## src/verilog/framer_defs.svh

```systemverilog
// Constants of the measurement framer
`ifndef FRAMER_DEFS_SVH
`define FRAMER_DEFS_SVH
`define CLK_HZ            125000000
`define BAUD_DEFAULT      921600
`define BAUD_MAX          4000000
`define DIV_W             16
`define DIV_DEFAULT       16'h0088
`define DIV_MIN           16'h001F
`define WORD_W            18
`define CHUNK_W           6
`define TAG_LOW           2'h0
`define TAG_MID           2'h1
`define TAG_HIGH_MORE     2'h3
`define TAG_HIGH_LAST     2'h2
`define CODE_OVERLOAD     18'h3FFBB
`define CODE_NO_PEAK      18'h3FFBC
`define CODE_BEFORE       18'h3FFBD
`define CODE_AFTER        18'h3FFBE
`define CODE_NOT_EVAL     18'h3FFC0
`define CODE_TOO_WIDE     18'h3FFC1
`define CODE_LASER_OFF    18'h3FFC2
`define ST_NO_PEAK        2
`define ST_BEFORE         5
`define ST_AFTER          6
`define ST_TRIG           15
`define ST_LED_LO         16
`define MAX_SLOTS         16
`define SLOT_IDX_W        4
`define SLOT_DISTANCE     4'h0
`define SLOT_STATUS       4'h1
`define ADDR_CTRL         12'h000
`define ADDR_DIVISOR      12'h004
`define ADDR_SELECT       12'h008
`define ADDR_IRQ_STATUS   12'h00C
`define ADDR_IRQ_MASK     12'h010
`define ADDR_INFO         12'h014
`define ADDR_SLOT_BASE    12'h040
`define IRQ_W             3
`define IRQ_BLOCK_DONE    0
`define IRQ_OVERLOAD      1
`define IRQ_DROPPED       2
`endif

```

## src/verilog/framer_pkg.sv

```systemverilog
// Types of the measurement framer
package framer_pkg;
  typedef enum logic [1:0] {
    ERR_NONE      = 2'h0,
    ERR_NO_PEAK   = 2'h1,
    ERR_OTHER     = 2'h2,
    ERR_RESERVED  = 2'h3
  } err_class_type;
  typedef enum logic [2:0] {
    FR_IDLE = 3'h0,
    FR_LOAD = 3'h1,
    FR_LOW  = 3'h3,
    FR_MID  = 3'h2,
    FR_HIGH = 3'h6
  } frame_state_type;
  typedef enum logic [2:0] {
    ERRC_NO_PEAK   = 3'h0,
    ERRC_BEFORE    = 3'h1,
    ERRC_AFTER     = 3'h2,
    ERRC_NOT_EVAL  = 3'h3,
    ERRC_TOO_WIDE  = 3'h4,
    ERRC_LASER_OFF = 3'h5
  } err_code_type;
endpackage

```

## src/verilog/meas_framer.sv

```systemverilog
// Measurement word framer with APB registers and serial output
//
// The register addresses and the APB interface to the registers were decided locally.
`include "framer_defs.svh"
module meas_framer
  import framer_pkg::*;
#(
  parameter int SLOTS = `MAX_SLOTS
) (
  // Clock and reset
  input  wire logic                   clk_i,
  input  wire logic                   nrst_i,
  // APB slave
  input  wire logic                   psel_i,
  input  wire logic                   penable_i,
  input  wire logic                   pwrite_i,
  input  wire logic [11:0]            paddr_i,
  input  wire logic [31:0]            pwdata_i,
  output logic [31:0]                 prdata_o,
  output logic                        pready_o,
  output logic                        pslverr_o,
  // Measurement sample
  input  wire logic                   sample_valid_i,
  input  wire logic [`WORD_W-1:0]     distance_i,
  input  wire logic                   dist_error_i,
  input  wire framer_pkg::err_code_type err_code_i,
  input  wire logic                   no_peak_i,
  input  wire logic                   before_range_i,
  input  wire logic                   after_range_i,
  input  wire logic                   triggered_i,
  input  wire logic [1:0]             lamp_colour_i,
  input  wire logic [`WORD_W-1:0]     aux_value_i [SLOTS],
  // Serial output and interrupt
  output logic                        txd_o,
  output logic                        irq_o
);
  import framer_pkg::*;

  localparam int SW = `SLOT_IDX_W;

  typedef struct packed {
    frame_state_type            st;
    logic                       enable;
    logic [`DIV_W-1:0]          divisor;
    logic [SW:0]                count;
    logic [SW-1:0]              pos;
    logic [SLOTS-1:0][SW-1:0]   order;
    logic [SLOTS*`WORD_W-1:0]   snap;
    logic [`WORD_W-1:0]         word;
    logic                       last;
    logic                       overload;
    logic [`IRQ_W-1:0]          irq_stat;
    logic [`IRQ_W-1:0]          irq_mask;
    logic [31:0]                rdata;
    logic                       ready;
  } fr_state_type;
  fr_state_type s_q, s_d;

  logic             tx_ready;
  logic             tx_valid;
  logic [7:0]       tx_data;
  logic [`WORD_W-1:0] status_word;
  logic [`WORD_W-1:0] dist_word;
  logic [SLOTS*`WORD_W-1:0] live;
  logic             apb_access;
  logic             apb_wr;
  logic             apb_rd;
  logic [`IRQ_W-1:0] ev;
  logic             drop;

  // Status word assembly
  always_comb begin
    status_word = '0;
    status_word[`ST_NO_PEAK] = no_peak_i;
    status_word[`ST_BEFORE]  = before_range_i;
    status_word[`ST_AFTER]   = after_range_i;
    status_word[`ST_TRIG]    = triggered_i;
    status_word[`ST_LED_LO +: 2] = lamp_colour_i;
  end

  // Distance with reserved error codes substituted
  always_comb begin
    dist_word = distance_i;
    if (dist_error_i) begin
      unique case (err_code_i)
        ERRC_NO_PEAK:   dist_word = `CODE_NO_PEAK;
        ERRC_BEFORE:    dist_word = `CODE_BEFORE;
        ERRC_AFTER:     dist_word = `CODE_AFTER;
        ERRC_NOT_EVAL:  dist_word = `CODE_NOT_EVAL;
        ERRC_TOO_WIDE:  dist_word = `CODE_TOO_WIDE;
        ERRC_LASER_OFF: dist_word = `CODE_LASER_OFF;
        default:        dist_word = `CODE_NOT_EVAL;
      endcase
    end
    if (s_q.overload) begin
      dist_word = `CODE_OVERLOAD;
    end
  end

  // Per-slot live values; slot 0 distance, slot 1 status
  always_comb begin
    for (int i = 0; i < SLOTS; i++) begin
      live[i*`WORD_W +: `WORD_W] = aux_value_i[i];
    end
    live[0 +: `WORD_W]       = dist_word;
    live[`WORD_W +: `WORD_W] = status_word;
  end

  assign apb_access = psel_i && penable_i;
  assign apb_wr     = apb_access && pwrite_i;
  assign apb_rd     = apb_access && !pwrite_i;

  // Sample arriving while a block is still being sent
  assign drop = sample_valid_i && s_q.enable && (s_q.st != FR_IDLE);
  always_comb begin
    ev = '0;
    ev[`IRQ_DROPPED] = drop;
  end

  always_comb begin
    logic [SW-1:0] slot;
    slot = '0;
    s_d = s_q;
    s_d.ready = 1'b0;
    slot = s_q.order[s_q.pos];
    tx_valid = 1'b0;
    tx_data  = '0;

    unique case (s_q.st)
      FR_IDLE: begin
        if (sample_valid_i && s_q.enable) begin
          s_d.snap = live;
          s_d.pos  = '0;
          s_d.st   = FR_LOAD;
        end
      end
      FR_LOAD: begin
        s_d.word = s_q.snap[slot*`WORD_W +: `WORD_W];
        s_d.last = ({1'b0, s_q.pos} == s_q.count - 1'b1);
        s_d.st   = FR_LOW;
      end
      FR_LOW: begin
        tx_valid = 1'b1;
        tx_data  = {`TAG_LOW, s_q.word[0 +: `CHUNK_W]};
        if (tx_ready) s_d.st = FR_MID;
      end
      FR_MID: begin
        tx_valid = 1'b1;
        tx_data  = {`TAG_MID, s_q.word[`CHUNK_W +: `CHUNK_W]};
        if (tx_ready) s_d.st = FR_HIGH;
      end
      FR_HIGH: begin
        tx_valid = 1'b1;
        tx_data  = {(s_q.last ? `TAG_HIGH_LAST : `TAG_HIGH_MORE),
                    s_q.word[2*`CHUNK_W +: `CHUNK_W]};
        if (tx_ready) begin
          if (s_q.last) begin
            s_d.st = FR_IDLE;
            s_d.irq_stat[`IRQ_BLOCK_DONE] = 1'b1;
          end else begin
            s_d.pos = s_q.pos + 1'b1;
            s_d.st  = FR_LOAD;
          end
        end
      end
      default: s_d.st = FR_IDLE;
    endcase

    // Overload flag: sample lost because the rate cannot keep up
    if (drop) begin
      s_d.overload = 1'b1;
    end else if (s_q.st == FR_IDLE && sample_valid_i && s_q.enable) begin
      s_d.overload = 1'b0;
    end
    if (drop && !s_q.overload) s_d.irq_stat[`IRQ_OVERLOAD] = 1'b1;

    // APB register access; slave answers in the access phase cycle
    if (apb_access) s_d.ready = 1'b0;
    s_d.rdata = '0;
    if (psel_i && !penable_i && !pwrite_i) begin
      if (paddr_i == `ADDR_CTRL) s_d.rdata = {31'h0, s_q.enable};
      else if (paddr_i == `ADDR_DIVISOR) s_d.rdata = {16'h0, s_q.divisor};
      else if (paddr_i == `ADDR_SELECT) s_d.rdata = {27'h0, s_q.count};
      else if (paddr_i == `ADDR_IRQ_STATUS) s_d.rdata = {29'h0, s_q.irq_stat};
      else if (paddr_i == `ADDR_IRQ_MASK) s_d.rdata = {29'h0, s_q.irq_mask};
      else if (paddr_i == `ADDR_INFO) s_d.rdata = {14'h0, s_q.word};
      else if (paddr_i >= `ADDR_SLOT_BASE && paddr_i < `ADDR_SLOT_BASE + 12'(4*SLOTS))
        s_d.rdata = {28'h0, s_q.order[paddr_i[SW+1:2]]};
    end
    if (apb_rd && paddr_i == `ADDR_IRQ_STATUS) s_d.irq_stat = '0;
    if (apb_wr) begin
      if (paddr_i == `ADDR_CTRL) s_d.enable = pwdata_i[0];
      else if (paddr_i == `ADDR_DIVISOR && pwdata_i[`DIV_W-1:0] >= `DIV_MIN)
        s_d.divisor = pwdata_i[`DIV_W-1:0];
      else if (paddr_i == `ADDR_SELECT && s_q.st == FR_IDLE
               && pwdata_i[SW:0] != '0 && pwdata_i[SW:0] <= (SW+1)'(SLOTS))
        s_d.count = pwdata_i[SW:0];
      else if (paddr_i == `ADDR_IRQ_MASK) s_d.irq_mask = pwdata_i[`IRQ_W-1:0];
      else if (paddr_i >= `ADDR_SLOT_BASE && paddr_i < `ADDR_SLOT_BASE + 12'(4*SLOTS)
               && s_q.st == FR_IDLE)
        s_d.order[paddr_i[SW+1:2]] = pwdata_i[SW-1:0];
    end
    // Dropped-sample event set wins over read clear; block-done and overload sets lose to a same-cycle read clear
    s_d.irq_stat = s_d.irq_stat | ev;
  end

  always_ff @(posedge clk_i or negedge nrst_i) begin
    if (!nrst_i) begin
      s_q          <= '0;
      s_q.st       <= FR_IDLE;
      s_q.enable   <= 1'b1;
      s_q.divisor  <= `DIV_DEFAULT;
      s_q.count    <= (SW+1)'(1);
      for (int i = 0; i < SLOTS; i++) s_q.order[i] <= SW'(i);
    end else begin
      s_q <= s_d;
    end
  end

  // Serial transmission takes its bit time from the divisor register of the register path
  uart_tx_8n1 u_tx (
    .clk_i     (clk_i),
    .nrst_i    (nrst_i),
    .divisor_i (s_q.divisor),
    .valid_i   (tx_valid),
    .data_i    (tx_data),
    .ready_o   (tx_ready),
    .txd_o     (txd_o)
  );

  assign prdata_o  = s_q.rdata;
  assign pready_o  = 1'b1;
  assign pslverr_o = 1'b0;
  assign irq_o     = |(s_q.irq_stat & s_q.irq_mask);
endmodule // meas_framer

```

## src/verilog/uart_tx_8n1.sv

```systemverilog
// 8N1 serial character transmitter
`include "framer_defs.svh"
module uart_tx_8n1 (
  // Clock and reset
  input  wire logic              clk_i,
  input  wire logic              nrst_i,
  // Bit timing
  input  wire logic [`DIV_W-1:0] divisor_i,
  // Character in
  input  wire logic              valid_i,
  input  wire logic [7:0]        data_i,
  output logic                   ready_o,
  // Line
  output logic                   txd_o
);
  typedef struct packed {
    logic [`DIV_W-1:0] cnt;
    logic [3:0]        bitn;
    logic [9:0]        shreg;
    logic              busy;
    logic              line;
  } tx_state_type;
  tx_state_type s_q, s_d;

  always_comb begin
    s_d = s_q;
    if (!s_q.busy) begin
      if (valid_i) begin
        s_d.shreg = {1'b1, data_i, 1'b0};
        s_d.busy  = 1'b1;
        s_d.bitn  = 4'h0;
        s_d.cnt   = divisor_i;
        s_d.line  = 1'b0;
      end
    end else if (s_q.cnt == '0) begin
      if (s_q.bitn == 4'h9) begin
        s_d.busy = 1'b0;
        s_d.line = 1'b1;
      end else begin
        s_d.bitn  = s_q.bitn + 4'h1;
        s_d.shreg = {1'b1, s_q.shreg[9:1]};
        s_d.line  = s_q.shreg[1];
        s_d.cnt   = divisor_i;
      end
    end else begin
      s_d.cnt = s_q.cnt - `DIV_W'(1);
    end
  end

  always_ff @(posedge clk_i or negedge nrst_i) begin
    if (!nrst_i) begin
      s_q <= '{cnt: '0, bitn: '0, shreg: 10'h3FF, busy: 1'b0, line: 1'b1};
    end else begin
      s_q <= s_d;
    end
  end

  assign ready_o = !s_q.busy;
  assign txd_o   = s_q.line;
endmodule // uart_tx_8n1

```

## config.mk

```make
export PLATFORM = sky130hd
export DESIGN_NAME = meas_framer
export DESIGN_NICKNAME = d
export VERILOG_FILES = /design/src/verilog/framer_pkg.sv /design/src/verilog/meas_framer.sv /design/src/verilog/uart_tx_8n1.sv
export VERILOG_INCLUDE_DIRS = /design/src /design/src/verilog
export SDC_FILE = /design/constraint.sdc
export NUM_CORES = 1
export LEC_CHECK = 0
export BUFFER_PORTS_ARGS = -buffer_cell sky130_fd_sc_hd__buf_2
export CORE_UTILIZATION = 55
export DETAILED_ROUTE_END_ITERATION = 8
export GPL_TIMING_DRIVEN = 0
export PLACE_DENSITY = 0.79
export REMOVE_ABC_BUFFERS = 1
export SYNTH_ARGS = -nofsm -noshare
export SYNTH_HDL_FRONTEND = slang
export SYNTH_SLANG_ARGS = --single-unit
```

## constraint.sdc

```tcl
create_clock -name clk_i -period 5.15 [get_ports clk_i]
set_input_delay 0.7725 -clock clk_i [delete_from_list [all_inputs] [get_ports clk_i]]
set_output_delay 0.7725 -clock clk_i [all_outputs]
set_load 0.02 [all_outputs]
```

==> results.sh, run 1 <==
export IMPL_synth_top_area_cell="dfrtp_1"
export IMPL_wl_per_cell_um=19.4
export IMPL_p_leak_nw=12.8
export IMPL_worstMarginPinSlew_ns=1.27
export IMPL_critPathLaunchType="flop"
export IMPL_row_count=72
export IMPL_slew_headroom_pct=15.1
export IMPL_clkSinkCount=444
export IMPL_fp_dieW_um=200
export IMPL_via_per_inst=5.74
export IMPL_crit_fanout=70
export IMPL_crit_arrival_ns=4.72
export IMPL_grt_max_degree=128
export IMPL_antenna_found_initial=14
export IMPL_drc=0
export IMPL_synth_area_um2=21600
export IMPL_powerDensity_nw_per_um2=330
export IMPL_hold_violations=0
export IMPL_setup_viol=0
export IMPL_clk_latency_ns=0.58
export IMPL_grt_overflow=0
export IMPL_coreArea_um2=38700
export IMPL_cts_tree="done"
export IMPL_ir_drop_mv=0.258
export IMPL_gp_congestion=0.887
export IMPL_initial_utilization_pct=55.8
export IMPL_drv_cap=0
export IMPL_track_usage_pct=29.6
export IMPL_rsz0062_at_grt="false"
export IMPL_syn_area_per_cell_um2=9.63
export IMPL_synth_edf_count=0
export IMPL_yosys_warnings=0
export IMPL_ff2ff_path_depth=7
export IMPL_drive_gt1_share_pct=25.3
export IMPL_multiInputGateArea_um2=9660
export IMPL_ys_seq_area_share_pct=51.6
export IMPL_slew_violations=0
export IMPL_synth_top_cell_area_share_pct=46.1
export IMPL_crit_path_end="s_q[41]"
export IMPL_cts_setup_buffers=0
export IMPL_endpoint_kind="flop"
export IMPL_postRouteAntennaNets=0
export IMPL_crit_type="reg -> reg"
export IMPL_cts_buffers=48
export IMPL_synth_ff_type="dfrtp_1"
export IMPL_io_buffers=333
export IMPL_fin_crit_sh_pct=82.0
export IMPL_crit_slowest_cell="dfrtp_1"
export IMPL_cts_max_level=2
export IMPL_async_flop_share_pct=100
export IMPL_die_area_um2=40100
export IMPL_slowest_delay_ns=1.13
export IMPL_syn_inst=2246
export IMPL_dpl_cell_area_um2=23600
export IMPL_max_freq_mhz=237
export IMPL_clkTransAtPathRegs_ns=0.06
export IMPL_status="completed"
export IMPL_drtIter0Drc=1449
export IMPL_yosysUniqueCellTypes=70
export IMPL_required_ns=5.65
export IMPL_hold_path_class="in -> async"
export IMPL_clock_skew_ns=0.0285
export IMPL_cp_cell_sequence="mux4_2, mux2_2, mux2_8, buf_16, nor2_1, a21oi_1, o211ai_1"
export IMPL_syn_to_final_growth_pct=17.0
export IMPL_synth_seq_cells=444
export IMPL_filler_cell_count=3053
export IMPL_period_needed_ns=4.22
export IMPL_r2r_slack_ns=0.93
export IMPL_nets=2860
export IMPL_via_count=17500
export IMPL_place_hpwl_um=40100
export IMPL_grt_pass1_wl_um=94400
export IMPL_r2r_start="s_q[411]"
export IMPL_synthTopCellsByArea="dfrtp_1 46%, nand2_1 16%, dfstp_2 5.6%"
export IMPL_die_height_um=200
export IMPL_ctsResizeCount=0
export IMPL_seqCellArea_um2=11200
export IMPL_grt_pass1_vias=17600
export IMPL_r2r_end="s_q[41]"
export IMPL_dr_pass1_iters=6
export IMPL_ios=402
export IMPL_clock_path_buffers=3
export IMPL_timing_final_ws_setup_ns=0.925
export IMPL_dp_worst_setup_slack_ns=0.853
export IMPL_ctsHoldBuffers=0
export IMPL_clock_root_buffer="clkbuf_16"
export IMPL_final_cell_area_um2=25300
export IMPL_critPathLaunch="s_q[411]"
export IMPL_totalWireLength_um=59300
## worst max-delay path, delay by kind of cell, from the launching register on
family	cells	cell delay, ns
AO/OA/AOI/OAI	2	0.42
buffers and inverters	1	0.29
flip-flops	1	1.13
multiplexers	3	1.41
AND/OR/NAND/NOR	1	0.84
## layout make-up
cell class                 count  share of cell area [%]
sequential                   444                    44.1
inverter                      11                   0.163
multi-input combinational   1633                    38.2
tap                          518                    2.56
antenna                       10                  0.0989
timing repair buffer         350                    8.27
clock inverter                16                   0.826
clock buffer                  72                    5.78
## synthesized netlist by cell type (8+ instances only)
master / number
o211ai_2: 10
buf_4: 35
a31oi_1: 11
a22oi_1: 43
nor2_1: 77
o211ai_1: 13
nand3b_1: 9
nand2b_1: 10
mux2_2: 86
mux2i_1: 110
nor3_1: 18
dfrtp_1: 398
buf_6: 9
a21oi_1: 53
nand2_1: 923
a32oi_1: 11
xor2_1: 8
mux4_2: 51
buf_2: 23
clkbuf_1: 99
o21ai_0: 49
dfstp_2: 46
inv_1: 11
nand3_1: 30
## cells in the final DEF, fill, tap and decap left out, drive strengths merged, types with 11 or more instances in the layout
cell	synthesis	final
a32oi	11	11
nand3	30	30
nand2	923	923
o211ai	23	23
a22oi	43	43
buf	73	350
mux4	53	53
nor2	77	77
nor3	19	19
dfstp	46	46
a31oi	11	11
clkinv	0	11
dfrtp	398	398
mux2	91	91
inv	11	11
o21ai	53	53
clkbuf	99	72
conb	2	16
a21oi	53	53
mux2i	110	110
## power breakdown
part	internal [W]	switching, W
logic	0.000372	0.000563
clock network	0.00221	0.00141
registers	0.00361	0.000199
total	0.00619	0.00217
## registers in the layout, indices dropped and copies added, names as in the netlist
name and cells:
s_q 395, u_tx.txd_o 1, u_tx.s_q 30, prdata_o 18
## worst min-delay path by stage
| stage | endpoint | slack [ns] | cells after the start |
|---|---|---|---|
| CTS | s_q[355] | 0.007 | 1 |
| global placement | s_q[74] | 0.45 | 2 |
| finish | s_q[355] | 0.02 | 1 |
| floorplan | s_q[74] | 0.43 | 2 |
| global route | s_q[363] | 0.02 | 1 |
| detailed placement | s_q[74] | 0.46 | 2 |
## logic make-up after synthesis
logic type                 Yosys count  share of synthesized area, %
AOI/OAI and AO/OA                  227                          7.05
xor gates and xnor gates            12                         0.486
adders and majority gates            6                         0.347
buffers and inverters              183                          4.23
DFF                                444                          51.6
muxes                              254                          15.4
other                                2                        0.0347
and+or+nand+nor                   1118                          20.8
## layer usage
layer  vias up  GRT usage (%)  share of wire, %  wire length [um]
li1       7996              -                 -                 -
met1      8654           39.6                41             24300
met2       738           48.1                49             28800
met3       128           5.17               7.2              4280
met4         8           12.1               3.1              1860
met5         -              0             0.095                56
## through the flow
step / cells / total power, W / hold slack (ns) / TNS, ns / util [%]
2_1_floorplan: 2088 / 0.00433 / 0.433 / -378.10 / -
3_5_place_dp: 2956 / 0.00479 / 0.456 / 0 / 61.0
3_3_place_gp: 2939 / 0.00472 / 0.447 / -3536.59 / 59.7
5_1_grt: 3049 / 0.00865 / 0.0233 / 0 / 65.3
6_report: 3054 / 0.00836 / 0.0212 / 0 / 65.3
4_1_cts: 3044 / 0.00840 / 0.00683 / 0 / 65.3
Power figures use the tool's default switching activity.
==> run 2: changes to the inputs <==
Settings changed: CORE_UTILIZATION 55 to 51, PLACE_DENSITY 0.79 to 0.77.
Clock period 5.15 ns to 3.5 ns, I/O delays scaled along.
==> run 2 against run 1 <==
  * Register-to-register slack got worse by 0.82 ns
  * Count of clock-buffer cells in the layout unchanged
  * First-iteration DRC count increased by 3.0%
  * Fmax grew 24%
  * Clock skew down 0.0073 ns
  * Final cell count increased by 0.72%
  * Final area decreased by 0.38%
  * Highest routed layer unchanged
  * Hold slack better by 0.10 ns
  * Via count down 0.41%
==> results.sh, run 2 (synthesis gave the netlist of run 1 again) <==
export IMPL_status="completed"
export IMPL_clk_latency_ns=0.59
export IMPL_clkTransAtPathRegs_ns=0.06
export IMPL_grt_overflow=0
export IMPL_dp_worst_setup_slack_ns=-0.935
export IMPL_layout_common_cells="922 x nand2_1, 395 x dfrtp_1, 332 x buf_2"
export IMPL_clkSinkCount=444
export IMPL_track_usage_pct=27.8
export IMPL_final_cell_area_um2=25200
export IMPL_rsz0062_at_grt="true"
export IMPL_dpl_cell_area_um2=23700
export IMPL_drive_gt1_share_pct=25.4
export IMPL_ff2ff_path_depth=6
export IMPL_critPathLaunchType="flop"
export IMPL_antenna_found_initial=9
export IMPL_slew_violations=0
export IMPL_postRouteAntennaNets=0
export IMPL_initial_utilization_pct=51.7
export IMPL_coreArea_um2=41900
export IMPL_grt_pass1_wl_um=94300
export IMPL_via_count=17500
export IMPL_wl_per_cell_um=19.4
export IMPL_place_hpwl_um=41100
export IMPL_endpoint_kind="flop"
export IMPL_required_ns=4.00
export IMPL_clock_path_buffers=3
export IMPL_finalPower_w=0.0117
export IMPL_crit_type="reg -> reg"
export IMPL_largest_register="s_q"
export IMPL_die_height_um=208
export IMPL_finalNonFillerCells=3076
export IMPL_ios=402
export IMPL_filler_cell_count=3458
export IMPL_crit_arrival_ns=3.89
export IMPL_grt_pass1_vias=17400
export IMPL_grt_max_degree=119
export IMPL_max_freq_mhz=295
export IMPL_worstMarginPinSlew_ns=1.29
export IMPL_timing_final_ws_setup_ns=0.106
export IMPL_drv_cap=0
export IMPL_hold_path_class="in -> reg"
export IMPL_drtIter0Drc=1492
export IMPL_wl_met2_um=28300
export IMPL_dr_pass1_iters=5
export IMPL_cts_tree="done"
export IMPL_drc=0
export IMPL_die_area_um2=43200
export IMPL_powerDensity_nw_per_um2=465
export IMPL_syn_to_final_growth_pct=16.6
export IMPL_gp_congestion=0.896
export IMPL_fp_dieW_um=208
export IMPL_io_buffers=333
export IMPL_min_path_cells=3
export IMPL_p_leak_nw=12.7
export IMPL_dr_max_layer_used="met5"
export IMPL_ir_drop_mv=0.336
export IMPL_clock_skew_ns=0.0213
export IMPL_layout_commonest_cell="nand2_1"
export IMPL_via_per_inst=5.67
export IMPL_slew_headroom_pct=13.6
export IMPL_finalCoreUtilization_pct=60.2
export IMPL_cts_max_level=2
export IMPL_setup_viol=0
export IMPL_row_count=75
export IMPL_totalWireLength_um=59500
export IMPL_nets=2870
export IMPL_route_met3_wl_um=4110
export IMPL_placed_cells=2980
export IMPL_period_needed_ns=3.39
export IMPL_cts_buffers=48
export IMPL_fin_crit_sh_pct=97.0
export IMPL_largest_reg_flops=395
export IMPL_crit_fanout=12
export IMPL_clock_root_buffer="clkbuf_16"
export IMPL_hold_violations=0
export IMPL_wl_met1_um=24700
## run 2: cell types whose count changed in the layout (fill, tap and decap cells not counted), moves of 3 or more
| cell | delta |
|---|---|
| diode_2 | -5 |
| inv_6 | +3 |
| clkbuf_1 | +11 |
| clkbuf_8 | -11 |
| bufinv_16 | -5 |
| buf_12 | +3 |
| dfrtp_1 | -3 |
| buf_4 | +5 |
## run 2: final timing paths
kind                                  start       end  slack, ns
max in group asynchronous            nrst_i  s_q[306]       1.22
hold reg to reg                     s_q[74]   s_q[74]       0.46
setup reg to reg                   s_q[411]   s_q[42]       0.11
hold / removal             aux_value_i[121]  s_q[234]       0.12
min in group asynchronous            nrst_i  s_q[363]       0.49
setup / recovery                   s_q[411]   s_q[42]       0.11
## run 2: stage by stage
| step | hold WS (ns) | TNS [ns] |
|---|---|---|
| floorplan | 0.229 | -865.79 |
| global placement | 0.449 | -4763.93 |
| detailed placement | 0.453 | -14.52 |
| CTS | 0.0890 | -0.0344 |
| global route | 0.117 | -0.0202 |
| finish | 0.124 | 0 |
## run 2: routing by layer
metal  vias to the layer above  track usage [%]
li1                       7996                -
met5                         -                0
met2                       701             44.4
met1                      8597             37.6
met4                        10             12.3
met3                       149             4.51
## run 2: final cells by class
type                    instances  area [um2]  share of cell area (%)
diodes                          5        12.5                  0.0496
clock buffers                  72        1350                    5.36
clock inverters                12        73.8                   0.293
inverters                      11        41.3                   0.164
multi-input cells            1633        9680                    38.4
flip-flops and latches        444       11200                    44.3
well taps                     539         674                    2.67
repair buffers                360        2200                    8.72
## run 2: where the power goes
| part | total (W) | internal [W] | switching (W) | leakage, nW |
|---|---|---|---|---|
| Combinational | 0.00142 | 0.000559 | 0.000860 | 6.04 |
| Sequential | 0.00560 | 0.00532 | 0.000275 | 5.98 |
| Clock | 0.00471 | 0.00266 | 0.00204 | 0.700 |
| Total | 0.0117 | 0.00855 | 0.00318 | 12.7 |
## run 2: worst max-delay path, cell delays in order, from the launching register on
cell and delay, ns:
dfrtp_4 0.59, mux4_2 0.59, mux4_2 0.56, or2_0 0.47
nor2b_2 0.75, a22oi_1 0.20, o211ai_2 0.12
## run 2: timing repair
item,CTS,global route
hold buffers,1,0
gates resized for setup,6,6
hold endpoints to repair,53,0
buffers inserted,0,6
endpoints found under the setup margin,19,23
